--- src/verilog/smg_pkg.sv ---
// Purpose: shared constants and carrier types for the sleep mode clock gating block
// Assumes: one system clock; peripheral bits ordered as in the power-reduction byte
// Notes: all codes and counts used by more than one file live here

package smg_pkg;

    // sleep mode select codes
    localparam logic [2:0] MODE_IDLE = 3'h0;
    localparam logic [2:0] MODE_ADCNR = 3'h1;
    localparam logic [2:0] MODE_PDOWN = 3'h2;
    localparam logic [2:0] MODE_PSAVE = 3'h3;
    localparam logic [2:0] MODE_RSV4 = 3'h4;
    localparam logic [2:0] MODE_RSV5 = 3'h5;
    localparam logic [2:0] MODE_STBY = 3'h6;
    localparam logic [2:0] MODE_XSTBY = 3'h7;

    // wake timing in system clock cycles
    localparam int HALT_CYC = 4;
    localparam int STBY_WAKE_CYC = 6;
    localparam int START_SHORT_CYC = 1024;
    localparam int NOSTOP_WAKE_CYC = 1;
    localparam int WAKE_W = 17;

    // fuse and status word decoding
    localparam logic [2:0] BOD_FUSE_OFF = 3'h7;
    localparam int CKSRC_XTAL_BIT = 3;
    localparam int SUT_LONG_BIT = 1;
    localparam logic [1:0] SUT_SHORT = 2'h0;
    localparam int PSW_GIE_BIT = 7;

    // peripheral clock-off bit positions
    localparam int NPERIPH = 8;
    localparam int PR_ADC = 0;
    localparam int PR_TIM2 = 6;

    typedef enum logic [1:0] {
        ST_ACTIVE = 2'b00,
        ST_SLEEP = 2'b01,
        ST_START = 2'b10,
        ST_HALT = 2'b11
    } smg_state_e;

    typedef struct packed {
        logic cpu;
        logic flash;
        logic io;
        logic adc;
        logic asy;
        logic main_osc;
        logic timer_osc;
        logic t2_sync;
    } smg_clk_s;

    typedef struct packed {
        logic ext_reset;
        logic wdt_reset;
        logic wdt_irq;
        logic bod_reset;
        logic twi_match;
        logic ext_irq_zero;
        logic ext_irq_one;
        logic pin_change;
        logic other_irq;
    } smg_wake_s;

    typedef struct packed {
        logic enabled;
        logic async_clk;
        logic sync_clk;
        logic [2:0] timer2_irq_mask;
        logic [2:0] evt;
    } smg_t2_s;

    localparam smg_clk_s CLK_ALL_ON = smg_clk_s'(8'hFF);

endpackage

--- src/verilog/smg_wake_timer.sv ---
// Purpose: start-up delay counter used while clocks restart after a wake
// Assumes: load_val is at least one
// Notes: last is high in the final cycle of the loaded period

`timescale 1ns/10ps

module smg_wake_timer #(
    parameter int W = smg_pkg::WAKE_W
) (
    input wire logic clk,
    input wire logic rst_n,
    input wire logic ce,
    input wire logic load,
    input wire logic [W-1:0] load_val,
    output logic last
);
    logic [W-1:0] cnt_q;
    logic [W-1:0] cnt_d;

    // count down to zero and rest there
    always_comb begin
        cnt_d = cnt_q;
        if (load) begin
            cnt_d = load_val;
        end else if (cnt_q != '0) begin
            cnt_d = cnt_q - W'(1);
        end
    end

    always_ff @(posedge clk or negedge rst_n) begin
        if (!rst_n) begin
            cnt_q <= '0;
        end else if (ce) begin
            cnt_q <= cnt_d;
        end
    end

    assign last = (cnt_q == W'(1));
endmodule // smg_wake_timer

--- src/verilog/smg_periph_gate.sv ---
// Purpose: per-peripheral clock shutdown and register access blocking
// Assumes: domain run levels come from the sleep controller
// Notes: a stopped clock keeps the peripheral's state, so restart resumes it

`timescale 1ns/10ps

module smg_periph_gate #(
    parameter int N = smg_pkg::NPERIPH
) (
    input wire logic clk,
    input wire logic rst_n,
    input wire logic ce,
    input wire logic [N-1:0] clk_off,
    input wire logic io_run,
    input wire logic adc_run,
    input wire logic asy_run,
    input wire logic t2_async,
    input wire logic [N-1:0] reg_req,
    output logic [N-1:0] pclk_en_q,
    output logic [N-1:0] grant_q
);
    logic [N-1:0] pclk_en_d;
    logic [N-1:0] grant_d;

    // timer 2 on its own oscillator is not stopped by its bit
    for (genvar i = 0; i < N; i++) begin : g_per
        logic async_t2;
        logic run;
        logic off;
        assign async_t2 = (i == smg_pkg::PR_TIM2) && t2_async;
        assign run = (i == smg_pkg::PR_ADC) ? adc_run : (async_t2 ? asy_run : io_run);
        assign off = clk_off[i] && !async_t2;
        assign pclk_en_d[i] = run && !off;
        assign grant_d[i] = reg_req[i] && !off;
    end

    always_ff @(posedge clk or negedge rst_n) begin
        if (!rst_n) begin
            pclk_en_q <= '0;
            grant_q <= '0;
        end else if (ce) begin
            pclk_en_q <= pclk_en_d;
            grant_q <= grant_d;
        end
    end
endmodule // smg_periph_gate

--- src/verilog/smg_top.sv ---
// Purpose: sleep mode controller gating clock domains, oscillators and analog helpers
// Assumes: SLEEP_INSTR is a one-cycle pulse from the core; all inputs synchronous to MCLK
// Notes: reserved mode codes make the sleep instruction a no-operation
// Functional notes
// - Mode 010 with sleep enters Power-down; oscillator stops, async wake logic runs.
// - Power-down wakes only on resets, watchdog irq, address match, level or pin-change.
// - Power-down halts every generated clock.
// - Level wake vanishing before start-up ends wakes without raising the interrupt.
// - Power-down wake waits a fuse-selected start-up period.
// - Mode 011 enters Power-save: Power-down but timer 2 keeps running.
// - Timer 2 wakes Power-save only with its mask bit and global enable set.
// - Timer oscillator runs only if async; main clock only if timer 2 synchronous.
// - Mode 110 with crystal enters Standby; oscillator stays, wake in six cycles.
// - Mode 111 with crystal enters Extended Standby; wake in six cycles.
// - A stopped peripheral is frozen and its registers cannot be accessed.
// - Clearing the bit restarts the clock with state as before.
// - Peripheral shutdown acts in active and Idle; deeper modes stop clocks anyway.
// - An enabled ADC stays enabled in sleep; re-enable forces extended conversion.
// - Comparator off in deep sleep; a reference it uses stays on.
// - Input buffers off when both I/O and ADC clocks stop.
// - Fuse-enabled brown-out detector stays on in every mode.
// - An enabled watchdog keeps running in every mode.
// - Debug fuse keeps the main clock source on in every sleep mode.
// - Internal reference on only while brown-out, comparator or ADC needs it.
// - Sleep needs the sleep-enable bit set when the instruction executes.
// - Interrupt wake halts four cycles after start-up, then runs the handler.

`timescale 1ns/10ps

module smg_top #(
    parameter int START_MID_CYC = 16384,
    parameter int START_LONG_CYC = 65536,
    parameter int NPERIPH = smg_pkg::NPERIPH
) (
    input wire logic MCLK,
    input wire logic ARST_N,
    input wire logic CE,
    input wire logic SLEEP_INSTR,
    input wire logic SLEEP_ENABLE_BIT,
    input wire logic [2:0] SLEEP_MODE_SELECT,
    input wire logic [3:0] CLOCK_SOURCE_FUSE,
    input wire logic [1:0] STARTUP_TIME_FUSE,
    input wire logic [2:0] BROWNOUT_LEVEL_FUSE,
    input wire logic DEBUG_LINK_ENABLE_FUSE,
    input wire smg_pkg::smg_wake_s WAKE_SRC,
    input wire smg_pkg::smg_t2_s TIMER2_CFG,
    input wire logic [7:0] PROCESSOR_STATUS_WORD,
    input wire logic [NPERIPH-1:0] PERIPHERAL_CLOCK_OFF_REG,
    input wire logic [NPERIPH-1:0] PERIPH_REG_REQ,
    input wire logic ADC_ENABLE,
    input wire logic ADC_CONV_DONE,
    input wire logic ACOMP_ENABLE,
    input wire logic ACOMP_USES_VREF,
    input wire logic WDT_ENABLE,
    output smg_pkg::smg_clk_s CLOCK_EN,
    output logic [NPERIPH-1:0] PERIPH_CLK_EN,
    output logic [NPERIPH-1:0] PERIPH_REG_GRANT,
    output logic CPU_HALT,
    output logic IRQ_TAKE,
    output logic RESET_WAKE,
    output logic RESUME,
    output logic ADC_EN,
    output logic ADC_EXT_CONV,
    output logic ACOMP_EN,
    output logic VREF_EN,
    output logic INPUT_BUF_EN,
    output logic WAKE_BUF_EN,
    output logic BOD_EN,
    output logic WDT_RUN
);
    localparam int W = smg_pkg::WAKE_W;

    logic [1:0] rsync_q;
    logic rst_n;
    smg_pkg::smg_state_e state_q, state_d;
    logic [2:0] mode_q, mode_d;
    smg_pkg::smg_clk_s clk_q, clk_d;
    logic [1:0] halt_q, halt_d;
    logic by_reset_q, by_reset_d;
    logic irq_ok_q, irq_ok_d;
    logic irq_q, irq_d, rwake_q, rwake_d, resume_q, resume_d, halt_out_q, halt_out_d;
    logic tmr_load, tmr_last;
    logic [W-1:0] tmr_val;
    logic gie, bod_on, xtal;
    logic adc_en_q, adc_en_d, adc_prev_q, ext_conv_q, ext_conv_d;
    logic acomp_q, acomp_d, vref_q, vref_d, inbuf_q, inbuf_d, wbuf_q, bod_q, wdt_q;

    // reset release through two flops; assertion stays asynchronous
    always_ff @(posedge MCLK or negedge ARST_N) begin
        if (!ARST_N) begin
            rsync_q <= 2'h0;
        end else if (CE) begin
            rsync_q <= {rsync_q[0], 1'b1};
        end
    end
    assign rst_n = rsync_q[1];

    assign gie = PROCESSOR_STATUS_WORD[smg_pkg::PSW_GIE_BIT];
    assign bod_on = (BROWNOUT_LEVEL_FUSE != smg_pkg::BOD_FUSE_OFF);
    assign xtal = CLOCK_SOURCE_FUSE[smg_pkg::CKSRC_XTAL_BIT];

    // modes that stop both the I/O clock and the ADC clock
    function automatic logic is_deep(input logic [2:0] m);
        return (m != smg_pkg::MODE_IDLE) && (m != smg_pkg::MODE_ADCNR);
    endfunction

    // standby modes need a crystal; without one they fall back to the plain mode
    function automatic logic [2:0] eff_mode(input logic [2:0] m, input logic xt);
        if (m == smg_pkg::MODE_STBY && !xt) begin
            return smg_pkg::MODE_PDOWN;
        end else if (m == smg_pkg::MODE_XSTBY && !xt) begin
            return smg_pkg::MODE_PSAVE;
        end
        return m;
    endfunction

    // clock domains left running in each mode
    function automatic smg_pkg::smg_clk_s mode_clocks(input logic [2:0] m, input smg_pkg::smg_t2_s t2,
                                                      input logic dbg);
        smg_pkg::smg_clk_s c;
        logic t2a;
        logic t2s;
        c = '0;
        t2a = t2.enabled && t2.async_clk;
        t2s = t2.enabled && t2.sync_clk;
        case (m)
            smg_pkg::MODE_IDLE: begin
                c = smg_pkg::CLK_ALL_ON;
                c.cpu = 1'b0;
                c.flash = 1'b0;
                c.timer_osc = t2a;
            end
            smg_pkg::MODE_ADCNR: begin
                c.adc = 1'b1;
                c.asy = 1'b1;
                c.main_osc = 1'b1;
                c.timer_osc = t2a;
            end
            smg_pkg::MODE_PDOWN: begin
                c = '0;
            end
            smg_pkg::MODE_STBY: begin
                c.main_osc = 1'b1;
            end
            smg_pkg::MODE_PSAVE, smg_pkg::MODE_XSTBY: begin
                c.asy = t2a;
                c.timer_osc = t2a;
                c.main_osc = t2s || (m == smg_pkg::MODE_XSTBY);
                c.t2_sync = t2s;
            end
            default: begin
                c = smg_pkg::CLK_ALL_ON;
            end
        endcase
        if (dbg) begin
            c.main_osc = 1'b1;
        end
        return c;
    endfunction

    // wake qualification; resets excluded when asking whether an interrupt is due
    function automatic logic wake_hit(input logic [2:0] m, input smg_pkg::smg_wake_s w,
                                      input smg_pkg::smg_t2_s t2, input logic ie, input logic rst);
        logic base;
        logic t2hit;
        base = w.wdt_irq || w.twi_match || w.ext_irq_zero || w.ext_irq_one || w.pin_change;
        if (rst) begin
            base = base || w.ext_reset || w.wdt_reset || w.bod_reset;
        end
        t2hit = t2.enabled && ie && ((t2.timer2_irq_mask & t2.evt) != 3'h0);
        case (m)
            smg_pkg::MODE_IDLE: return base || t2hit || w.other_irq;
            smg_pkg::MODE_ADCNR, smg_pkg::MODE_PSAVE, smg_pkg::MODE_XSTBY: return base || t2hit;
            default: return base;
        endcase
    endfunction

    // start-up period chosen from the fuses, short fixed wake for standby
    always_comb begin
        if (mode_q == smg_pkg::MODE_STBY || mode_q == smg_pkg::MODE_XSTBY) begin
            tmr_val = W'(smg_pkg::STBY_WAKE_CYC);
        end else if (!is_deep(mode_q)) begin
            tmr_val = W'(smg_pkg::NOSTOP_WAKE_CYC);
        end else if (STARTUP_TIME_FUSE[smg_pkg::SUT_LONG_BIT]) begin
            tmr_val = W'(START_LONG_CYC);
        end else if (STARTUP_TIME_FUSE == smg_pkg::SUT_SHORT) begin
            tmr_val = W'(smg_pkg::START_SHORT_CYC);
        end else begin
            tmr_val = W'(START_MID_CYC);
        end
    end

    smg_wake_timer #(
        .W(W)
    ) u_wake_timer (
        .clk(MCLK),
        .rst_n(rst_n),
        .ce(CE),
        .load(tmr_load),
        .load_val(tmr_val),
        .last(tmr_last)
    );

    // sleep sequencer: entry, wait, start-up, four-cycle halt, resume
    always_comb begin
        state_d = state_q;
        mode_d = mode_q;
        clk_d = clk_q;
        halt_d = halt_q;
        by_reset_d = by_reset_q;
        irq_ok_d = irq_ok_q;
        irq_d = 1'b0;
        rwake_d = 1'b0;
        resume_d = 1'b0;
        tmr_load = 1'b0;
        case (state_q)
            smg_pkg::ST_ACTIVE: begin
                if (SLEEP_INSTR && SLEEP_ENABLE_BIT && SLEEP_MODE_SELECT != smg_pkg::MODE_RSV4 &&
                    SLEEP_MODE_SELECT != smg_pkg::MODE_RSV5) begin
                    mode_d = eff_mode(SLEEP_MODE_SELECT, xtal);
                    clk_d = mode_clocks(mode_d, TIMER2_CFG, DEBUG_LINK_ENABLE_FUSE);
                    state_d = smg_pkg::ST_SLEEP;
                end
            end
            smg_pkg::ST_SLEEP: begin
                if (wake_hit(mode_q, WAKE_SRC, TIMER2_CFG, gie, 1'b1)) begin
                    by_reset_d = WAKE_SRC.ext_reset || WAKE_SRC.wdt_reset || WAKE_SRC.bod_reset;
                    clk_d.main_osc = 1'b1;
                    tmr_load = 1'b1;
                    state_d = smg_pkg::ST_START;
                end
            end
            smg_pkg::ST_START: begin
                if (tmr_last) begin
                    // level sources are sampled again once start-up has finished
                    irq_ok_d = wake_hit(mode_q, WAKE_SRC, TIMER2_CFG, gie, 1'b0);
                    clk_d = smg_pkg::CLK_ALL_ON;
                    clk_d.cpu = 1'b0;
                    halt_d = 2'(smg_pkg::HALT_CYC - 1);
                    state_d = smg_pkg::ST_HALT;
                end
            end
            default: begin
                if (halt_q == 2'h0) begin
                    clk_d = smg_pkg::CLK_ALL_ON;
                    irq_d = irq_ok_q && !by_reset_q;
                    rwake_d = by_reset_q;
                    resume_d = 1'b1;
                    state_d = smg_pkg::ST_ACTIVE;
                end else begin
                    halt_d = halt_q - 2'h1;
                end
            end
        endcase
        halt_out_d = (state_d != smg_pkg::ST_ACTIVE);
    end

    always_ff @(posedge MCLK or negedge rst_n) begin
        if (!rst_n) begin
            state_q <= smg_pkg::ST_ACTIVE;
            mode_q <= smg_pkg::MODE_IDLE;
            clk_q <= smg_pkg::CLK_ALL_ON;
            halt_q <= 2'h0;
            by_reset_q <= 1'b0;
            irq_ok_q <= 1'b0;
            irq_q <= 1'b0;
            rwake_q <= 1'b0;
            resume_q <= 1'b0;
            halt_out_q <= 1'b0;
        end else if (CE) begin
            state_q <= state_d;
            mode_q <= mode_d;
            clk_q <= clk_d;
            halt_q <= halt_d;
            by_reset_q <= by_reset_d;
            irq_ok_q <= irq_ok_d;
            irq_q <= irq_d;
            rwake_q <= rwake_d;
            resume_q <= resume_d;
            halt_out_q <= halt_out_d;
        end
    end

    // input buffers follow the clocks actually running; analog helpers follow their enables, the comparator also the sleep mode
    always_comb begin
        adc_en_d = ADC_ENABLE;
        ext_conv_d = ext_conv_q;
        if (ADC_CONV_DONE) begin
            ext_conv_d = 1'b0;
        end
        if (ADC_ENABLE && !adc_prev_q) begin
            ext_conv_d = 1'b1; // set wins over a same-cycle completion
        end
        acomp_d = ACOMP_ENABLE && (state_q == smg_pkg::ST_ACTIVE || !is_deep(mode_q));
        vref_d = bod_on || ADC_ENABLE || (ACOMP_ENABLE && ACOMP_USES_VREF);
        inbuf_d = clk_q.io || clk_q.adc;
    end

    always_ff @(posedge MCLK or negedge rst_n) begin
        if (!rst_n) begin
            adc_en_q <= 1'b0;
            adc_prev_q <= 1'b0;
            ext_conv_q <= 1'b0;
            acomp_q <= 1'b0;
            vref_q <= 1'b0;
            inbuf_q <= 1'b0;
            wbuf_q <= 1'b0;
            bod_q <= 1'b0;
            wdt_q <= 1'b0;
        end else if (CE) begin
            adc_en_q <= adc_en_d;
            adc_prev_q <= ADC_ENABLE;
            ext_conv_q <= ext_conv_d;
            acomp_q <= acomp_d;
            vref_q <= vref_d;
            inbuf_q <= inbuf_d;
            wbuf_q <= 1'b1; // wake-detect buffers are never switched off
            bod_q <= bod_on;
            wdt_q <= WDT_ENABLE;
        end
    end

    smg_periph_gate #(
        .N(NPERIPH)
    ) u_periph_gate (
        .clk(MCLK),
        .rst_n(rst_n),
        .ce(CE),
        .clk_off(PERIPHERAL_CLOCK_OFF_REG),
        .io_run(clk_q.io),
        .adc_run(clk_q.adc),
        .asy_run(clk_q.asy),
        .t2_async(TIMER2_CFG.async_clk),
        .reg_req(PERIPH_REG_REQ),
        .pclk_en_q(PERIPH_CLK_EN),
        .grant_q(PERIPH_REG_GRANT)
    );

    assign CLOCK_EN = clk_q;
    assign CPU_HALT = halt_out_q;
    assign IRQ_TAKE = irq_q;
    assign RESET_WAKE = rwake_q;
    assign RESUME = resume_q;
    assign ADC_EN = adc_en_q;
    assign ADC_EXT_CONV = ext_conv_q;
    assign ACOMP_EN = acomp_q;
    assign VREF_EN = vref_q;
    assign INPUT_BUF_EN = inbuf_q;
    assign WAKE_BUF_EN = wbuf_q;
    assign BOD_EN = bod_q;
    assign WDT_RUN = wdt_q;
endmodule // smg_top

--- config.mk ---
export PLATFORM = sky130hd
export DESIGN_NAME = smg_top
export DESIGN_NICKNAME = d
export VERILOG_FILES = /design/src/verilog/smg_pkg.sv /design/src/verilog/smg_wake_timer.sv /design/src/verilog/smg_periph_gate.sv /design/src/verilog/smg_top.sv
export SDC_FILE = /design/constraint.sdc
export NUM_CORES = 1
export LEC_CHECK = 0
export BUFFER_PORTS_ARGS = -buffer_cell sky130_fd_sc_hd__buf_2
export CAP_MARGIN = 20
export CORE_MARGIN = 4
export CORE_UTILIZATION = 35
export DETAILED_ROUTE_END_ITERATION = 10
export PLACE_DENSITY = 0.57
export SYNTH_ARGS = -nofsm -noshare
export SYNTH_HDL_FRONTEND = slang
export SYNTH_SLANG_ARGS = --single-unit
--- constraint.sdc ---
create_clock -name MCLK -period 1.8 [get_ports MCLK]
set_input_delay 0.09 -clock MCLK [delete_from_list [all_inputs] [get_ports MCLK]]
set_output_delay 0.09 -clock MCLK [all_outputs]
set_load 0.05 [all_outputs]
== After elaboration in Yosys (flattened, before gate mapping) ==
Cells that the tools add are included.
Widths: inputs -> output; s select.
Operators by class
  reduce and logical (&&, ||, !) cells: 93
  $add $sub $neg: 2
  mux-type cells: 52
  bitwise gates (word level): 3
  equal/unequal tests: 22
Operators with widths (count)
  $mux 17: 5
  $logic_and 1x1->1: 31
  $mux 8: 3
  $mux 1: 20
  $logic_or 1x1->1: 19
  $eq 3x3->1 const B: 6
  $eq 17x1->1 const B: 1
  $reduce_bool 17->1: 1
  $sub 17x1->17 const B: 1
  $mux 15: 1
  $mux 3: 5
  $pmux 5 s3: 1
  $logic_not 1->1: 13
  $mux 2: 6
  $pmux 1 s2: 6
  $pmux 2 s3: 2
  $reduce_and 5->1: 2
  $eq 3x2->1 const B: 3
  $ne 3x3->1 const B: 3
  $reduce_and 3->1: 3
  $reduce_bool 3->1: 3
  $reduce_or 3->1: 3
  $reduce_or 4->1: 2
  $eq 3x1->1 const B: 2
  other kinds (19): 30
Storage, ports and cells
  logic and storage cells: 201
  bits in registers: 64
  bits of input ports: 65

== Longest topological paths before layout ==
  word-level depth: 16
  depth in mapped cells: 8
  depth with buffers taken out: 7

== By module ==
Synthesis repeated with hierarchy kept, for this count alone.
Unflattened totals
  cells, all modules: 381
  area total of the unflattened synthesis: 3495.9 sq um
By module, submodules not included
  smg_top: cells each 174, instances 1, sequential area each 785.8 sq um, area an instance 1654.1 sq um
  smg_wake_timer: cells each 139, instances 1, sequential area each 425.4 sq um, area an instance 1149.9 sq um
  smg_periph_gate: cells each 68, instances 1, sequential area each 400.4 sq um, area an instance 691.9 sq um

== Worst setup path before layout ==
Ideal clock, no wire load.
  path type: flip-flop to flip-flop
  from: register u_wake_timer.cnt_q[13]
  to: register clk_q (netlist bit CLOCK_EN[2])
  stages on the path, launching flop included: 8
  library setup time: 0.085 ns
  data arrival time: 1.997 ns
  required time: 1.715 ns
  slack: -0.282 ns
  path buffers: 1
  path through: dfrtp_1 or4_4 buf_6 nor4_4 nand3_2 a21boi_2 nand4_1 mux2_1
Between the ends
  longest elaborated chain between the ends: 3
RTL lines
  start: declaration: line smg_wake_timer.sv:17  | logic [W-1:0] cnt_q;
  start signal: assignment: line smg_wake_timer.sv:34  | cnt_q <= cnt_d;
  $eq 17x1->1: line smg_wake_timer.sv:38  | assign last = (cnt_q == W'(1));
  $ne 2x2->1 (no line)
  $reduce_and 5->1 (no line)
  end signal: assignment: line smg_top.sv:262  | clk_q <= smg_pkg::CLK_ALL_ON;
  end signal: assignment: line smg_top.sv:273  | clk_q <= clk_d;
  end: declaration: line smg_top.sv:77  | smg_pkg::smg_clk_s clk_q, clk_d;
Every way passes these cells.
A chain may end at the register's enable or synchronous reset.

== Worst setup path after layout ==
  from: register u_wake_timer.cnt_q[13]
  to: register u_wake_timer.cnt_q[11]
Between the ends
  longest elaborated chain between the ends: 3
RTL lines
  $reduce_bool 17->1: line smg_wake_timer.sv:25  | end else if (cnt_q != '0) begin
  $reduce_bool 2->1 (no line)
  $reduce_and 2->1 (no line)
Every way passes these cells.

==> impl_metrics.csv <==
group,metric,value,unit
clock_tree,clk_pin_slew,0.08,ns
clock_tree,htreeDepth,3,
clock_tree,cts_buffer_depth,2,
place,hpwlAfterDp,6.42,mm
yosys,synth_area,3480,um^2
critical_path,reg2reg_slack,-0.38,ns
clock_tree,cts_tree,"built",
floorplan,die_area,11600,um^2
power_and_ir_drop,ir_drop,0.567,mV
power_and_ir_drop,power.total,7340,uW
global_routing,antenna_found_initial,0,
routing,drt_iter0_drc,276,
yosys,ys_types,63,
global_routing,grt_pass1_wl,15.2,mm
sta,rsz0062_at_grt,"yes",
critical_path,cp_max_fo,6,
sta,fmax,458,MHz
critical_path,r2r-end,"u_wake_timer.cnt_q[11]",
floorplan,die_w,108,um
yosys,synth_ff_type,"dfrtp_1",
global_routing,grt_overflow,0,
critical_path,required,2.09,ns
layout,num_antenna_cells,0,
layout,final_cell_mix,"buf_2, dfrtp_1, buf_4, inv_1, nand2_1",
yosys,syn-instance-count,354,
place,io_buffers,90,
routing,wl_per_cell,14.1,um
clock_tree,cts_buffers,9,
place,dp_slack,-0.330,ns
sta,setup_ws,-0.382,ns
outcome,violations,"setup timing",
routing,vias_per_cell,4.89,
sta,whs,0.0456,ns
global_routing,grt_pass1_vias,3157,
routing,firstDrtPassIters,4,
critical_path,crit_type,"flip-flop to flip-flop",
place,gp_congestion,0.849,
critical_path,rr_worst_depth,6,
sta,skew,0.0104,ns
sta,tightest_slew,0.780,ns
sta,hold_viol,0,
sta,slew-limit-headroom,48.0,%
sta,finalSetupViolations,28,
floorplan,num_rows,36,
sta,period_share,121,%
yosys,synth_warnings,0,
yosys,syn-mean-instance-area,9.84,um^2
clock_tree,clock_latency,0.35,ns
floorplan,start_util,35.8,%
layout,drive_gt1_share,45.2,%
yosys,async_flop_share,100,%
routing,ant_nets,0,
yosys,ys_seq_area_share,46.3,%
yosys,synth-seq-cells,64,
yosys,syn-num-nets,426,
clock_tree,cts_sinks,64,
layout,layout.cells.non_filler,659,
global_routing,grt_max_degree,63,
floorplan,core_area,9730,um^2
yosys,synth_edf_count,0,
sta,finalMaxSlewViolations,0,
sta,tns,-5.92,ns
layout,n_fill_cell,899,
routing,vias,3225,
outcome,run_status,"finished, violations left",
layout,nNetsFinal,593,
flow_run,maxCapViolCount,0,
clock_tree,root_buffer,"clkbuf_8",
critical_path,worstSetupEndpointType,"flip-flop",
floorplan,io_pins,101,
layout,synthToLayoutAreaGrowth,47.8,%
critical_path,start_kind,"flip-flop",
worst_hold_path,hold_path_class,"primary input to async pin",
critical_path,worstPathArrival,2.47,ns
routing,routed_wl,9.28,mm
power_and_ir_drop,leakagePower,0.00233,uW
layout,layout_commonest_cell,"buf_2",
place,dp.cells,612,
sta,period_needed,2.18,ns
critical_path,r2r_start,"u_wake_timer.cnt_q[13]",
global_routing,grtUsageTotal,16.3,%
power_and_ir_drop,powerDensity,1430,nW/um^2
routing,drc,0,
floorplan,die_height,108,um
cells in the mapped netlist (2+ instances only):
| cell type | n | share of area [%] |
|---|---|---|
| nand3b_1 | 8 | 1.7 |
| nor3_1 | 16 | 2.3 |
| dfrtp_1 | 56 | 40 |
| o211ai_1 | 4 | 0.86 |
| nand2_1 | 23 | 2.5 |
| clkbuf_1 | 10 | 1.1 |
| a21oi_1 | 12 | 1.7 |
| and3_1 | 2 | 0.36 |
| mux2_4 | 6 | 2.6 |
| a21boi_2 | 2 | 0.65 |
| nor2_1 | 24 | 2.6 |
| nor4_4 | 2 | 1.2 |
| or3_2 | 2 | 0.43 |
| nor4_1 | 3 | 0.54 |
| o21ai_0 | 24 | 3.4 |
| nand2b_1 | 7 | 1.3 |
| or2_2 | 5 | 0.90 |
| a31oi_1 | 2 | 0.36 |
| inv_1 | 31 | 3.3 |
| ha_1 | 7 | 2.5 |
| nand4_1 | 5 | 0.90 |
| and2_1 | 4 | 0.72 |
| or3_1 | 3 | 0.54 |
| xnor2_1 | 2 | 0.50 |
| or4_4 | 2 | 0.65 |
| mux2i_1 | 3 | 0.86 |
| a22o_1 | 6 | 1.5 |
| buf_6 | 2 | 0.65 |
| o2bb2ai_1 | 6 | 1.5 |
| a211oi_1 | 2 | 0.43 |
| nand3_1 | 7 | 1.0 |
| o311a_1 | 2 | 0.57 |
| nand3_2 | 2 | 0.57 |
| nor2b_1 | 4 | 0.72 |
| mux2_2 | 6 | 1.9 |
| o22ai_1 | 9 | 1.6 |
| a22oi_1 | 2 | 0.43 |
| o21ai_1 | 4 | 0.57 |
| dfstp_2 | 8 | 6.0 |
| nor3b_1 | 3 | 0.65 |
| buf_4 | 4 | 0.86 |
where the power goes:
group	internal, uW	leakage (uW)	switching [uW]
registers	1890	0.000725	311
clock network	796	0.000116	625
logic	1740	0.00149	1990
total	4420	0.00233	2920
final cells by class:
type                            instances  area (um^2)  share of cell area [%]
Clock buffer                            9          124                    2.41
Clock inverter                          7          103                    1.99
Inverter                               31          116                    2.26
Multi-Input combinational cell        242         1800                    35.0
Sequential cell                        64         1610                    31.3
Tap cell                              133          166                    3.23
Timing Repair Buffer                  173         1220                    23.7
metal layers:
layer / GRT usage, % / wire [um]
met2: 25.1 / 4410
met5: 0 / 0
met1: 23.2 / 4400
met3: 3.60 / 407
met4: 4.33 / 66
cell families after synthesis:
group | Yosys count | synth area share [%]
multiplexers | 16 | 5.71
XOR/XNOR | 2 | 0.503
flip-flops | 64 | 46.3
AO/OA/AOI/OAI | 88 | 17.3
AND/OR/NAND/NOR | 129 | 21.4
adder cells (fa/ha/maj) | 7 | 2.51
buffers and inverters | 48 | 6.32
through the flow:
step	cell area (um^2)	utilization (%)
global placement	4430	45.5
global route	5150	52.9
finish	5150	52.9
floorplan	3500	-
detailed placement	4430	45.5
CTS	4940	50.8
worst max path at each step:
stage / startpoint / end / slack (ns) / depth (start not counted)
after floorplan: u_wake_timer.cnt_q[13] / CLOCK_EN[2] / -0.28 / 7
after global placement: mode_q[1] / u_wake_timer.cnt_q[6] / -0.29 / 6
final: u_wake_timer.cnt_q[13] / u_wake_timer.cnt_q[11] / -0.38 / 6
after CTS: u_wake_timer.cnt_q[13] / u_wake_timer.cnt_q[15] / -0.32 / 6
after detailed placement: mode_q[1] / u_wake_timer.cnt_q[9] / -0.33 / 6
after global routing: u_wake_timer.cnt_q[13] / u_wake_timer.cnt_q[11] / -0.46 / 6
registers in the layout, indices dropped and copies added, names as in the netlist, 2 cells and up:
register and count:
rsync_q 2, halt_q 2, u_periph_gate.pclk_en_q 8, mode_q 3, state_q 2, CLOCK_EN 8, u_wake_timer.cnt_q 17, u_periph_gate.grant_q 8
worst max-delay path, stage by stage (launching register included):
cell	delay (ns)
dfrtp_1	0.39
or4_4	0.60
or4_4	0.50
o21ai_4	0.25
nor3_2	0.08
o21ai_1	0.16
a22o_1	0.15
what timing repair did:
action,in CTS,in global routing
hold endpoints to repair,20,0
gates resized for setup,9,29
cloned,0,1
buffers inserted,6,6
hold buffers,19,0
setup endpoints to repair,32,31
pin swaps,4,19
Power figures use the tool's default switching activity.
